File: src/shared/mdsf_pkg.sv
// Constants for the motion/drive status flag block.
// Assumes a single 10 MHz clock and a synchronous active-low reset.
// Functional notes
// - Homing-done flag high only after a successful homing; low otherwise.
// - Stopped flag high whenever motor not moving in command mode; immediate stop never sets motion-done.
// - Hold flag high once an active move was brought into hold.
// - Bit 1 shows counter-clockwise rotation, bit 0 clockwise rotation.
// - Output-stage-on bit high while driver enabled and no overtemperature, even when idle reduction removes current.
// - With driver enabled, emergency stop does not remove motor current.
// - Overheat or idle with zero-percent reduction removes motor current.
// - Stall bit set when a motor stall is detected.
// - Acknowledge set on preset/reset completion, cleared after host drops command bit.
// - Absolute encoder fault bit reflects encoder-reported damage conditions.
// - Heartbeat toggles about every 500 ms in command mode only.
// - Limit bit set on end limit during move; cleared on release or reset errors.
// - Invalid jog bit set on bad jog change; only valid jog data clears it.
// - Reserved bits 8, 5, 3 and 2 of drive word always read zero.
// - Overtemperature while enabled sets driver fault, removes current, clears itself.
// - Physical link loss sets link-lost bit and input fault when link returns.
// - Temperature warning bit set while processor exceeds 90 degrees C.
// - Bits 1 and 0 follow the configured active state of inputs b and a.
// - Bit 15 of motion word is one in configuration mode, zero in command mode.
package mdsf_pkg;
  localparam int CLK_HZ = 10000000;
  localparam int HEARTBEAT_MS = 500;
  localparam int HEARTBEAT_CYC = CLK_HZ / 1000 * HEARTBEAT_MS;
  // Motion word bits
  localparam int MW_CW = 0;
  localparam int MW_CCW = 1;
  localparam int MW_HOLD = 2;
  localparam int MW_STOPPED = 3;
  localparam int MW_HOME = 4;
  localparam int MW_MODE = 15;
  // Drive word bits
  localparam int DW_IN_A = 0;
  localparam int DW_IN_B = 1;
  localparam int DW_TEMP_WARN = 4;
  localparam int DW_LINK_LOST = 6;
  localparam int DW_DRV_FAULT = 7;
  localparam int DW_BAD_JOG = 9;
  localparam int DW_LIMIT = 10;
  localparam int DW_HEARTBEAT = 11;
  localparam int DW_ABS_ENC = 12;
  localparam int DW_CMD_ACK = 13;
  localparam int DW_STALL = 14;
  localparam int DW_STAGE_ON = 15;
  localparam logic [15:0] DW_RSVD_MASK = 16'h012C;
  localparam logic [15:0] WORD_RESET = 16'h0000;
  typedef enum logic [2:0] {
    MDSF_ACK_IDLE = 3'h1,
    MDSF_ACK_SET = 3'h2,
    MDSF_ACK_WAIT = 3'h4
  } mdsf_ack_t;
endpackage

File: src/verilog/mdsf_heartbeat.sv
// Heartbeat divider: toggles a level every PERIOD cycles while enabled.
// Assumes one clock; counter restarts whenever disabled.
`timescale 1ns/1ps
module mdsf_heartbeat #(
  parameter int PERIOD = mdsf_pkg::HEARTBEAT_CYC
) (
  // Clock and reset
  input wire logic mclk,
  input wire logic rst_b,
  // Control and output
  input wire logic run,
  output logic beat
);
  initial begin
    if (PERIOD < 2) $error("PERIOD must be at least 2");
  end
  logic [31:0] cnt_r, cnt_nxt;
  logic beat_r, beat_nxt;
  always_comb begin
    cnt_nxt = cnt_r;
    beat_nxt = beat_r;
    if (!run) begin
      cnt_nxt = 32'h00000000;
      beat_nxt = 1'b0;
    end else if (cnt_r == 32'(PERIOD - 1)) begin
      cnt_nxt = 32'h00000000;
      beat_nxt = ~beat_r;
    end else begin
      cnt_nxt = cnt_r + 32'h00000001;
    end
  end
  always_ff @(posedge mclk) begin
    if (!rst_b) begin
      cnt_r <= 32'h00000000;
      beat_r <= 1'b0;
    end else begin
      cnt_r <= cnt_nxt;
      beat_r <= beat_nxt;
    end
  end
  assign beat = beat_r;
endmodule // mdsf_heartbeat

File: src/verilog/mdsf_status.sv
// Status flag generator: builds the motion and drive status words.
// Assumes motion, driver and input conditions come from synchronous logic.
`timescale 1ns/1ps
module mdsf_status #(
  parameter int HB_PERIOD = mdsf_pkg::HEARTBEAT_CYC
) (
  // Clock and reset
  input wire logic mclk,
  input wire logic rst_b,
  // Mode
  input wire logic config_mode,
  // Motion conditions
  input wire logic homing_ok,
  input wire logic homing_start,
  input wire logic move_start,
  input wire logic motor_moving,
  input wire logic dir_ccw,
  input wire logic hold_reached,
  // Driver conditions
  input wire logic drive_enable,
  input wire logic estop_in,
  input wire logic overtemp,
  input wire logic idle_zero_current,
  input wire logic stall_seen,
  input wire logic proc_temp_high,
  // Commands
  input wire logic ack_cmd_done,
  input wire logic ack_cmd_bit,
  input wire logic reset_errors,
  input wire logic jog_bad_change,
  input wire logic jog_good_data,
  input wire logic limit_hit_in_move,
  input wire logic limit_active,
  // Encoder and link
  input wire logic enc_fault,
  input wire logic phy_link_up,
  // Inputs, already polarity-corrected
  input wire logic aux_input_a_on,
  input wire logic aux_input_b_on,
  // Outputs
  output logic [15:0] motion_status_word,
  output logic [15:0] drive_status_word,
  output logic motor_current_on,
  output logic input_fault_set
);
  logic homing_done_r, homing_done_nxt;
  logic hold_r, hold_nxt;
  logic limit_r, limit_nxt;
  logic limit_prev_r, limit_prev_nxt;
  logic bad_jog_r, bad_jog_nxt;
  logic link_prev_r, link_prev_nxt;
  logic link_lost_r, link_lost_nxt;
  logic link_down_r, link_down_nxt;
  logic relink_r, relink_nxt;
  mdsf_pkg::mdsf_ack_t ack_r, ack_nxt;
  logic [15:0] mw_r, mw_nxt, dw_r, dw_nxt;
  logic cur_r, cur_nxt;
  logic beat;

  mdsf_heartbeat #(.PERIOD(HB_PERIOD)) u_hb (
    .mclk(mclk),
    .rst_b(rst_b),
    .run(!config_mode),
    .beat(beat)
  );

  // Sticky flags; a set in the same cycle as its clear wins
  always_comb begin
    homing_done_nxt = homing_done_r;
    if (homing_start || move_start) homing_done_nxt = 1'b0;
    if (homing_ok) homing_done_nxt = 1'b1;
    hold_nxt = hold_r;
    if (move_start || !motor_moving && !hold_r) hold_nxt = 1'b0;
    if (move_start) hold_nxt = 1'b0;
    if (hold_reached) hold_nxt = 1'b1;
    limit_prev_nxt = limit_active;
    limit_nxt = limit_r;
    if (reset_errors || (limit_prev_r && !limit_active)) limit_nxt = 1'b0;
    if (limit_hit_in_move) limit_nxt = 1'b1;
    bad_jog_nxt = bad_jog_r;
    if (jog_good_data) bad_jog_nxt = 1'b0;
    if (jog_bad_change) bad_jog_nxt = 1'b1;
    link_prev_nxt = phy_link_up;
    link_down_nxt = link_down_r;
    if (link_prev_r && !phy_link_up) link_down_nxt = 1'b1;
    relink_nxt = 1'b0;
    link_lost_nxt = link_lost_r;
    if (reset_errors) link_lost_nxt = 1'b0;
    if (link_down_r && phy_link_up) begin
      link_down_nxt = 1'b0;
      link_lost_nxt = 1'b1;
      relink_nxt = 1'b1;
    end
  end

  // Command acknowledge handshake
  always_comb begin
    case (ack_r)
      mdsf_pkg::MDSF_ACK_IDLE: ack_nxt = ack_cmd_done ? mdsf_pkg::MDSF_ACK_SET : mdsf_pkg::MDSF_ACK_IDLE;
      mdsf_pkg::MDSF_ACK_SET: ack_nxt = ack_cmd_bit ? mdsf_pkg::MDSF_ACK_SET : mdsf_pkg::MDSF_ACK_IDLE;
      mdsf_pkg::MDSF_ACK_WAIT: ack_nxt = mdsf_pkg::MDSF_ACK_IDLE;
      default: ack_nxt = mdsf_pkg::MDSF_ACK_IDLE;
    endcase
  end

  // Current gating and word assembly
  always_comb begin
    // Estop deliberately ignored while the stage is enabled
    cur_nxt = drive_enable && !overtemp && !(!motor_moving && idle_zero_current);
    mw_nxt = mdsf_pkg::WORD_RESET;
    mw_nxt[mdsf_pkg::MW_MODE] = config_mode;
    if (!config_mode) begin
      mw_nxt[mdsf_pkg::MW_HOME] = homing_done_r;
      mw_nxt[mdsf_pkg::MW_STOPPED] = !motor_moving;
      mw_nxt[mdsf_pkg::MW_HOLD] = hold_r;
      mw_nxt[mdsf_pkg::MW_CCW] = motor_moving && dir_ccw;
      mw_nxt[mdsf_pkg::MW_CW] = motor_moving && !dir_ccw;
    end
    dw_nxt = mdsf_pkg::WORD_RESET;
    dw_nxt[mdsf_pkg::DW_STAGE_ON] = drive_enable && !overtemp;
    dw_nxt[mdsf_pkg::DW_STALL] = stall_seen;
    dw_nxt[mdsf_pkg::DW_CMD_ACK] = (ack_r == mdsf_pkg::MDSF_ACK_SET);
    dw_nxt[mdsf_pkg::DW_ABS_ENC] = enc_fault;
    dw_nxt[mdsf_pkg::DW_HEARTBEAT] = !config_mode && beat;
    dw_nxt[mdsf_pkg::DW_LIMIT] = limit_r;
    dw_nxt[mdsf_pkg::DW_BAD_JOG] = bad_jog_r;
    dw_nxt[mdsf_pkg::DW_DRV_FAULT] = drive_enable && overtemp;
    dw_nxt[mdsf_pkg::DW_LINK_LOST] = link_lost_r;
    dw_nxt[mdsf_pkg::DW_TEMP_WARN] = proc_temp_high;
    dw_nxt[mdsf_pkg::DW_IN_B] = aux_input_b_on;
    dw_nxt[mdsf_pkg::DW_IN_A] = aux_input_a_on;
    dw_nxt = dw_nxt & ~mdsf_pkg::DW_RSVD_MASK;
  end

  always_ff @(posedge mclk) begin
    if (!rst_b) begin
      homing_done_r <= 1'b0;
      hold_r <= 1'b0;
      limit_r <= 1'b0;
      limit_prev_r <= 1'b0;
      bad_jog_r <= 1'b0;
      link_prev_r <= 1'b0;
      link_down_r <= 1'b0;
      link_lost_r <= 1'b0;
      relink_r <= 1'b0;
      ack_r <= mdsf_pkg::MDSF_ACK_IDLE;
      mw_r <= mdsf_pkg::WORD_RESET;
      dw_r <= mdsf_pkg::WORD_RESET;
      cur_r <= 1'b0;
    end else begin
      homing_done_r <= homing_done_nxt;
      hold_r <= hold_nxt;
      limit_r <= limit_nxt;
      limit_prev_r <= limit_prev_nxt;
      bad_jog_r <= bad_jog_nxt;
      link_prev_r <= link_prev_nxt;
      link_down_r <= link_down_nxt;
      link_lost_r <= link_lost_nxt;
      relink_r <= relink_nxt;
      ack_r <= ack_nxt;
      mw_r <= mw_nxt;
      dw_r <= dw_nxt;
      cur_r <= cur_nxt;
    end
  end

  assign motion_status_word = mw_r;
  assign drive_status_word = dw_r;
  assign motor_current_on = cur_r;
  assign input_fault_set = relink_r;
endmodule // mdsf_status
File: config.mk
export PLATFORM = sky130hd
export DESIGN_NAME = mdsf_status
export DESIGN_NICKNAME = d
export VERILOG_FILES = /design/src/shared/mdsf_pkg.sv /design/src/verilog/mdsf_heartbeat.sv /design/src/verilog/mdsf_status.sv
export SDC_FILE = /design/constraint.sdc
export NUM_CORES = 1
export LEC_CHECK = 0
export BUFFER_PORTS_ARGS = -buffer_cell sky130_fd_sc_hd__buf_2
export CAP_MARGIN = 30
export CORE_AREA = 2 2 85 87
export CTS_CLUSTER_DIAMETER = 100
export CTS_CLUSTER_SIZE = 20
export DETAILED_ROUTE_END_ITERATION = 10
export DIE_AREA = 0 0 87 89
export GPL_TIMING_DRIVEN = 0
export PLACE_DENSITY = 0.63
export SYNTH_ARGS = -nofsm -noshare
export SYNTH_HDL_FRONTEND = slang
export SYNTH_SLANG_ARGS = --single-unit
File: constraint.sdc
create_clock -name mclk -period 6.5 [get_ports mclk]
set_clock_uncertainty 0.05 [all_clocks]
set_input_delay 0 -clock mclk [delete_from_list [all_inputs] [get_ports mclk]]
set_output_delay 0 -clock mclk [all_outputs]
set_load 0.02 [all_outputs]
==> impl_metrics.csv, run 1 <==
group,metric,value,unit
floorplanning,fp.dieArea,7740,um^2
setup_path,r2r_start,"u_hb.cnt_r[15]",
placed_design,gp_congestion,0.886,
synth,yosysSeqAreaShare,47.9,%
floorplanning,io_pins,60,
final_layout,fillCellCount,603,
floorplanning,die_h,89,um
global_routing,grt_max_degree,12,
setup_path,cp.required,6.66,ns
sta,hold_viol,0,
synth,synth_area,2640,um^2
worst_hold_path,worstHoldStart,"phy_link_up",
sta,setup_viol,0,
route,wl_met2,2.86,mm
final_layout,drive_above_1_share,20.3,%
sta,fin_crit_sh,37.9,%
setup_path,r2r_cells,6,
route,vias_per_cell,5.07,
cts,cts_tree,"yes",
cts,ctsResizeCount,0,
setup_path,endpoint_kind,"flop",
route,vias,2354,
setup_path,path_cells,"clkbuf_1 -> nor4b_1 -> nand4_1 -> nor4_1 -> clkbuf_1 -> a211oi_1",
floorplanning,die_x,87,um
final_layout,multi_input_area,1240,um^2
cts,cts-root-buf,"clkbuf_8",
route,wl_met3,371,um
setup_path,path_delay_family,"simple AND/OR/NAND/NOR gates",
sta,fin_ws,4.04,ns
worst_hold_path,whs_endpoint,"link_down_r",
cts,numClockSinks,63,
final_layout,nets,408,
setup_path,crit_arrival,2.62,ns
setup_path,worstPathMaxFanout,10,
final_layout,regArea,1260,um^2
synth,ys_seq_elements,63,
setup_path,startpoint_type,"flop",
sta,fmax,0.406,GHz
sta,final.setup.tns,0,ns
floorplanning,rows,30,
setup_path,critPathSlowestCell,"nor4_1",
route,wl_per_cell,13.2,um
setup_path,reg2reg_slack,4.04,ns
run_status,status,"complete, no violations",
sta,rsz0062_at_grt,"no",
synth,synthCells,283,
global_routing,grt_pass1_wl,10.1,mm
synth,synth_warnings,0,
synth,synthArstFlopShare,0,%
setup_path,worstSetupPathType,"flop to flop",
global_routing,grt-ovfl-total,0,
placed_design,place_area,3000,um^2
sta,max-slew-margin-rel,32.3,%
sta,period_needed,2.46,ns
worst_hold_path,hold_depth,3,
floorplanning,fp.coreArea,6720,um^2
route,met1_length,2.77,mm
synth,synth_flop_cell,"dfxtp_1",
final_layout,final_cell_area,3530,um^2
route,wl,6.13,mm
floorplanning,start_util,39.2,%
job,maxCapViolations,0,
route,drcViolationCount,0,
global_routing,grt_pass1_vias,2232,
final_layout,post-route-util,52.5,%
worst_hold_path,hold_class,"input port to flop",
synth,synth_cell_type_count,38,
route,ant_nets,0,
final_layout,num_antenna_cells,0,
final_layout,area_delta_synth_final,34.0,%
placed_design,dp_slack,4.05,ns
cts,cts_buffers,9,
cts,insertion_delay,0.34,ns
global_routing,track_usage,16.6,%
setup_path,r2r-end,"u_hb.cnt_r[21]",
power_and_ir_drop,finalPower,888,uW
cts,clk_pin_slew,0.07,ns
setup_path,critical_path_buf_inv_count,2,
route,top_layer,"met4",
sta,slew_violations,0,
setup_path,critPathMostFrequentCell,"clkbuf_1",
cts,h-tree-depth,3,
power_and_ir_drop,ir_worst_vdd,0.189,mV
power_and_ir_drop,leakage,0.00136,uW
synth,syn_avg_cell_area,9.31,um^2
synth,synth_edf_count,0,
global_routing,antenna_found_initial,0,
sta,worst_pin_slew,1.01,ns
power_and_ir_drop,powerDensity,252,nW/um^2
route,drtPass1Iterations,4,
placed_design,dp_hpwl,4.05,mm
setup_path,slowest_delay,0.78,ns
placed_design,portBuffers,44,
route,first_iter_violations,128,
cts,clockBufferDepth,2,
## power breakdown
part           total (uW)  internal (uW)  switching (uW)
Sequential            400            396            3.72
Combinational        69.8           36.1            33.7
Clock                 419            264             155
## state kept, by name, summed over array words and instances, names as in the netlist, 2 cells and up
register,count
u_hb.cnt_r,32
drive_status_word,12
ack_r,2
motion_status_word,6
## tightest hold or removal path, cell delays in order
cell           delay [ns]
dlygate4sd3_1        0.52
buf_2                0.12
nor3b_1              0.05
## synthesized netlist by cell type, drive strengths merged (9+ instances only)
cell	n	share of area, %
a211oi	15	4.5
and2	17	4.0
buf	15	4.2
clkbuf	14	2.0
dfxtp	63	48
nand2	12	1.7
nand3	10	2.1
nand4	11	2.6
nor2	10	1.4
nor3	19	3.6
nor4	9	2.1
or4	11	3.1
xnor2	11	3.7
## final cells by class
cell class                      count  share of cell area [%]
Tap cell                           80                    2.84
Multi-Input combinational cell    198                    35.1
Clock buffer                       10                    3.90
Buffer                             29                    4.61
Clock inverter                      6                    3.05
Timing Repair Buffer               72                    14.2
Sequential cell                    63                    35.7
Inverter                            6                   0.638
## cells by family after synthesis
| group | share of synthesized area (%) |
|---|---|
| adders and majority gates | 1.42 |
| AOI/OAI and AO/OA | 10.2 |
| other | 0.142 |
| buffers and inverters | 7.03 |
| DFF | 47.9 |
| and+or+nand+nor | 28.3 |
| muxes | 0.427 |
| xor gates and xnor gates | 4.65 |
## what timing repair did
item	CTS	global route
hold endpoints to repair	26	0
hold buffers	28	0
setup buffers	0	0
## per-layer routing
layer | vias up | GRT usage (%)
li1 | 1191 | -
met1 | 1080 | 19.9
met2 | 73 | 27.1
met3 | 10 | 4.80
met4 | 0 | 8.66
met5 | - | 0
## stage by stage
step | instances | hold WS, ns
finish | 464 | 0.347
global route | 464 | 0.361
CTS | 464 | 0.334
detailed placement | 420 | 0.126
global placement | 420 | 0.129
floorplan | 296 | 0.0215
## placed cells by master, fill, tap and decap left out, types with 11 or more instances in the layout
cell type,instances
dfxtp_1,63
conb_1,14
or4_1,11
and2_1,17
dlygate4sd3_1,28
clkbuf_1,14
nand2_1,12
nor3_1,19
buf_4,14
xnor2_1,11
nand4_1,11
a211oi_1,14
buf_2,45
## worst max path at each step
stage / endpoint / slack [ns] / start / cells past startpoint
final: u_hb.cnt_r[21] / 4.04 / u_hb.cnt_r[15] / 6
after global routing: u_hb.cnt_r[5] / 3.74 / u_hb.cnt_r[15] / 6
after CTS: u_hb.cnt_r[31] / 4.03 / u_hb.cnt_r[15] / 6
after detailed placement: u_hb.cnt_r[30] / 4.05 / u_hb.cnt_r[0] / 7
after global placement: u_hb.cnt_r[30] / 4.07 / u_hb.cnt_r[0] / 7
after floorplan: u_hb.cnt_r[24] / 4.32 / u_hb.cnt_r[0] / 6
Power figures use the tool's default switching activity.
==> run 2: changes to the inputs <==
- ABC_AREA: not set -> 1
- CORE_AREA: 2 2 85 87 -> 2 2 90 92
- DIE_AREA: 0 0 87 89 -> 0 0 92 94
- clock period: 6.5 -> 2.3 ns (I/O delays scaled with it)
==> impl_metrics.csv, run 2 <==
group,metric,value,unit
global_routing,grt_pass1_wl,12.4,mm
worst_hold_path,whs_endpoint,"drive_status_word[0]",
setup_path,crit_arrival,1.82,ns
sta,slew_violations,0,
final_layout,final_cell_area,3930,um^2
power_and_ir_drop,ir_worst_vdd,0.528,mV
global_routing,grt_pass1_vias,2777,
global_routing,antenna_found_initial,0,
route,first_iter_violations,136,
route,met1_length,3.24,mm
synth,synth_cell_type_count,30,
floorplanning,fp.dieArea,8650,um^2
sta,final.setup.tns,0,ns
route,wl_met2,3.32,mm
sta,setup_viol,0,
power_and_ir_drop,p_int,1860,uW
sta,hold_viol,0,
worst_hold_path,hold_depth,4,
synth,synth_top_area_cell,"dfxtp_1",
sta,fmax,0.611,GHz
floorplanning,die_x,92,um
power_and_ir_drop,leakage,0.00175,uW
final_layout,fillCellCount,749,
power_and_ir_drop,net-switching-power,588,uW
route,wl_per_cell,11.2,um
power_and_ir_drop,clock_power_share,45.6,%
power_and_ir_drop,combPwrFrac,8.4,%
final_layout,layout_common_cells,"129 x nand2_1, 91 x nor2_1, 63 x dfxtp_1",
final_layout,num_antenna_cells,0,
setup_path,endpoint_kind,"flop",
setup_path,r2r_start,"u_hb.cnt_r[0]",
cts,cts-root-buf,"clkbuf_8",
synth,yosysSeqAreaShare,41.8,%
synth,synthCells,440,
floorplanning,io_pins,60,
setup_path,r2r_cells,9,
power_and_ir_drop,powerDensity,624,nW/um^2
run_status,status,"complete, no violations",
synth,synth_edf_count,0,
synth,post-synth-top-count-cell,"nand2_1",
placed_design,gp_congestion,0.885,
route,vias_per_cell,4.36,
cts,numClockSinks,63,
cts,clockBufferDepth,2,
final_layout,multi_input_area,1460,um^2
synth,ys_seq_elements,63,
final_layout,area_delta_synth_final,30.1,%
synth,synth_warnings,0,
final_layout,largest_register_ffs,32,
floorplanning,rows,32,
cts,clk_pin_slew,0.08,ns
worst_hold_path,worstHoldStart,"aux_input_a_on",
floorplanning,die_h,94,um
setup_path,worstPathMaxFanout,10,
floorplanning,start_util,39.7,%
placed_design,place_area,3420,um^2
cts,cts_buffers,9,
final_layout,nets,565,
route,drtPass1Iterations,4,
synth,ys_top_cells_by_count,"129 x nand2_1, 91 x nor2_1, 63 x dfxtp_1",
synth,synthTopCellsByArea,"dfxtp_1 42%, nand2_1 16%, nor2_1 11%",
route,vias,2804,
route,ant_nets,0,
setup_path,startpoint_type,"flop",
route,wl_met3,516,um
power_and_ir_drop,switching_share,24.0,%
sta,rsz0062_at_grt,"no",
cts,insertion_delay,0.35,ns
setup_path,worstSetupPathType,"flop to flop",
synth,synthArstFlopShare,0,%
placed_design,portBuffers,44,
placed_design,dp_hpwl,5.20,mm
final_layout,regArea,1260,um^2
synth,synth_flop_cell,"dfxtp_1",
cts,cts_tree,"yes",
sta,fin_crit_sh,71.2,%
route,wl,7.21,mm
route,drcViolationCount,0,
final_layout,max_flop_register,"u_hb.cnt_r",
power_and_ir_drop,p_seq_share,46.0,%
synth,syn_avg_cell_area,6.86,um^2
cts,post-cts-setup-buffers,0,
synth,synth_top_area_share,41.8,%
global_routing,grt-ovfl-total,0,
floorplanning,fp.coreArea,7610,um^2
synth,synth_area,3020,um^2
job,maxCapViolations,0,
final_layout,drive_above_1_share,18.9,%
worst_hold_path,hold_class,"input port to flop",
sta,period_needed,1.64,ns
global_routing,grt_max_degree,13,
route,top_layer,"met4",
power_and_ir_drop,finalPower,2450,uW
global_routing,track_usage,18.3,%
final_layout,final_common_cell,"nand2_1",
setup_path,r2r-end,"u_hb.cnt_r[9]",
setup_path,reg2reg_slack,0.66,ns
cts,h-tree-depth,3,
setup_path,cp.required,2.49,ns
[run 2: timing repair]
action	in CTS	in global routing
hold buffers	28	0
resized for setup	0	0
endpoints found under the hold margin	26	0
[run 2: worst max path at each step]
stage                        from               endpoint
finish              u_hb.cnt_r[0]          u_hb.cnt_r[9]
detailed placement  u_hb.cnt_r[0]          u_hb.cnt_r[9]
global route                rst_b  motion_status_word[0]
global placement    u_hb.cnt_r[0]          u_hb.cnt_r[9]
CTS                 u_hb.cnt_r[0]          u_hb.cnt_r[9]
floorplan           u_hb.cnt_r[0]          u_hb.cnt_r[9]
[run 2: layout make-up]
| cell class | instances | area share (%) |
|---|---|---|
| Sequential cell | 63 | 32.1 |
| Multi-Input combinational cell | 316 | 37.0 |
| Clock buffer | 10 | 3.50 |
| Clock inverter | 6 | 2.39 |
| Inverter | 56 | 5.35 |
| Timing Repair Buffer | 72 | 12.7 |
| Buffer | 18 | 3.63 |
| Tap cell | 102 | 3.25 |
[run 2: cell families after synthesis]
kind of cell / Yosys count / share of synthesized area, %
compound gates: 20 / 4.10
xor+xnor: 12 / 3.48
fa+ha+maj: 3 / 1.24
buf+inv: 74 / 11.7
flops: 63 / 41.8
other cells: 1 / 0.124
simple gates: 267 / 37.6
[run 2: stage by stage]
stage                     util [%]  hold WS (ns)  cells  worst slack [ns]
after CTS                     51.6         0.298    643             0.639
final                         51.6         0.319    643             0.663
after floorplan                  -        0.0224    453             0.873
after detailed placement      44.9         0.135    599             0.649
after global placement        44.9         0.132    599             0.687
after global routing          51.6         0.328    643             0.483
[run 2: routing by layer]
metal	track usage (%)	vias to the layer above
met2	31.6	79
met3	6.58	15
met5	0	-
li1	-	1482
met4	6.22	0
met1	21.2	1228
[run 2: critical path: stages (launching register included)]
cell and delay, ns:
dfxtp_1 0.35, ha_1 0.23, nand2_2 0.08, nor2_4 0.15, nand3_2 0.09, nor2_1 0.11
nand2_1 0.08, nand2_2 0.13, buf_6 0.19, nor2_1 0.06
[run 2: power by group through the flow]
| stage | sequential [uW] | clock, uW | combinational (uW) |
|---|---|---|---|
| 6_report | 1130 | 1120 | 205 |
| 5_1_grt | 1130 | 1190 | 230 |
| 4_1_cts | 1130 | 1140 | 204 |
| 3_5_place_dp | 1150 | 0 | 164 |
| 3_3_place_gp | 1150 | 0 | 162 |
| 2_1_floorplan | 1170 | 0 | 95.1 |
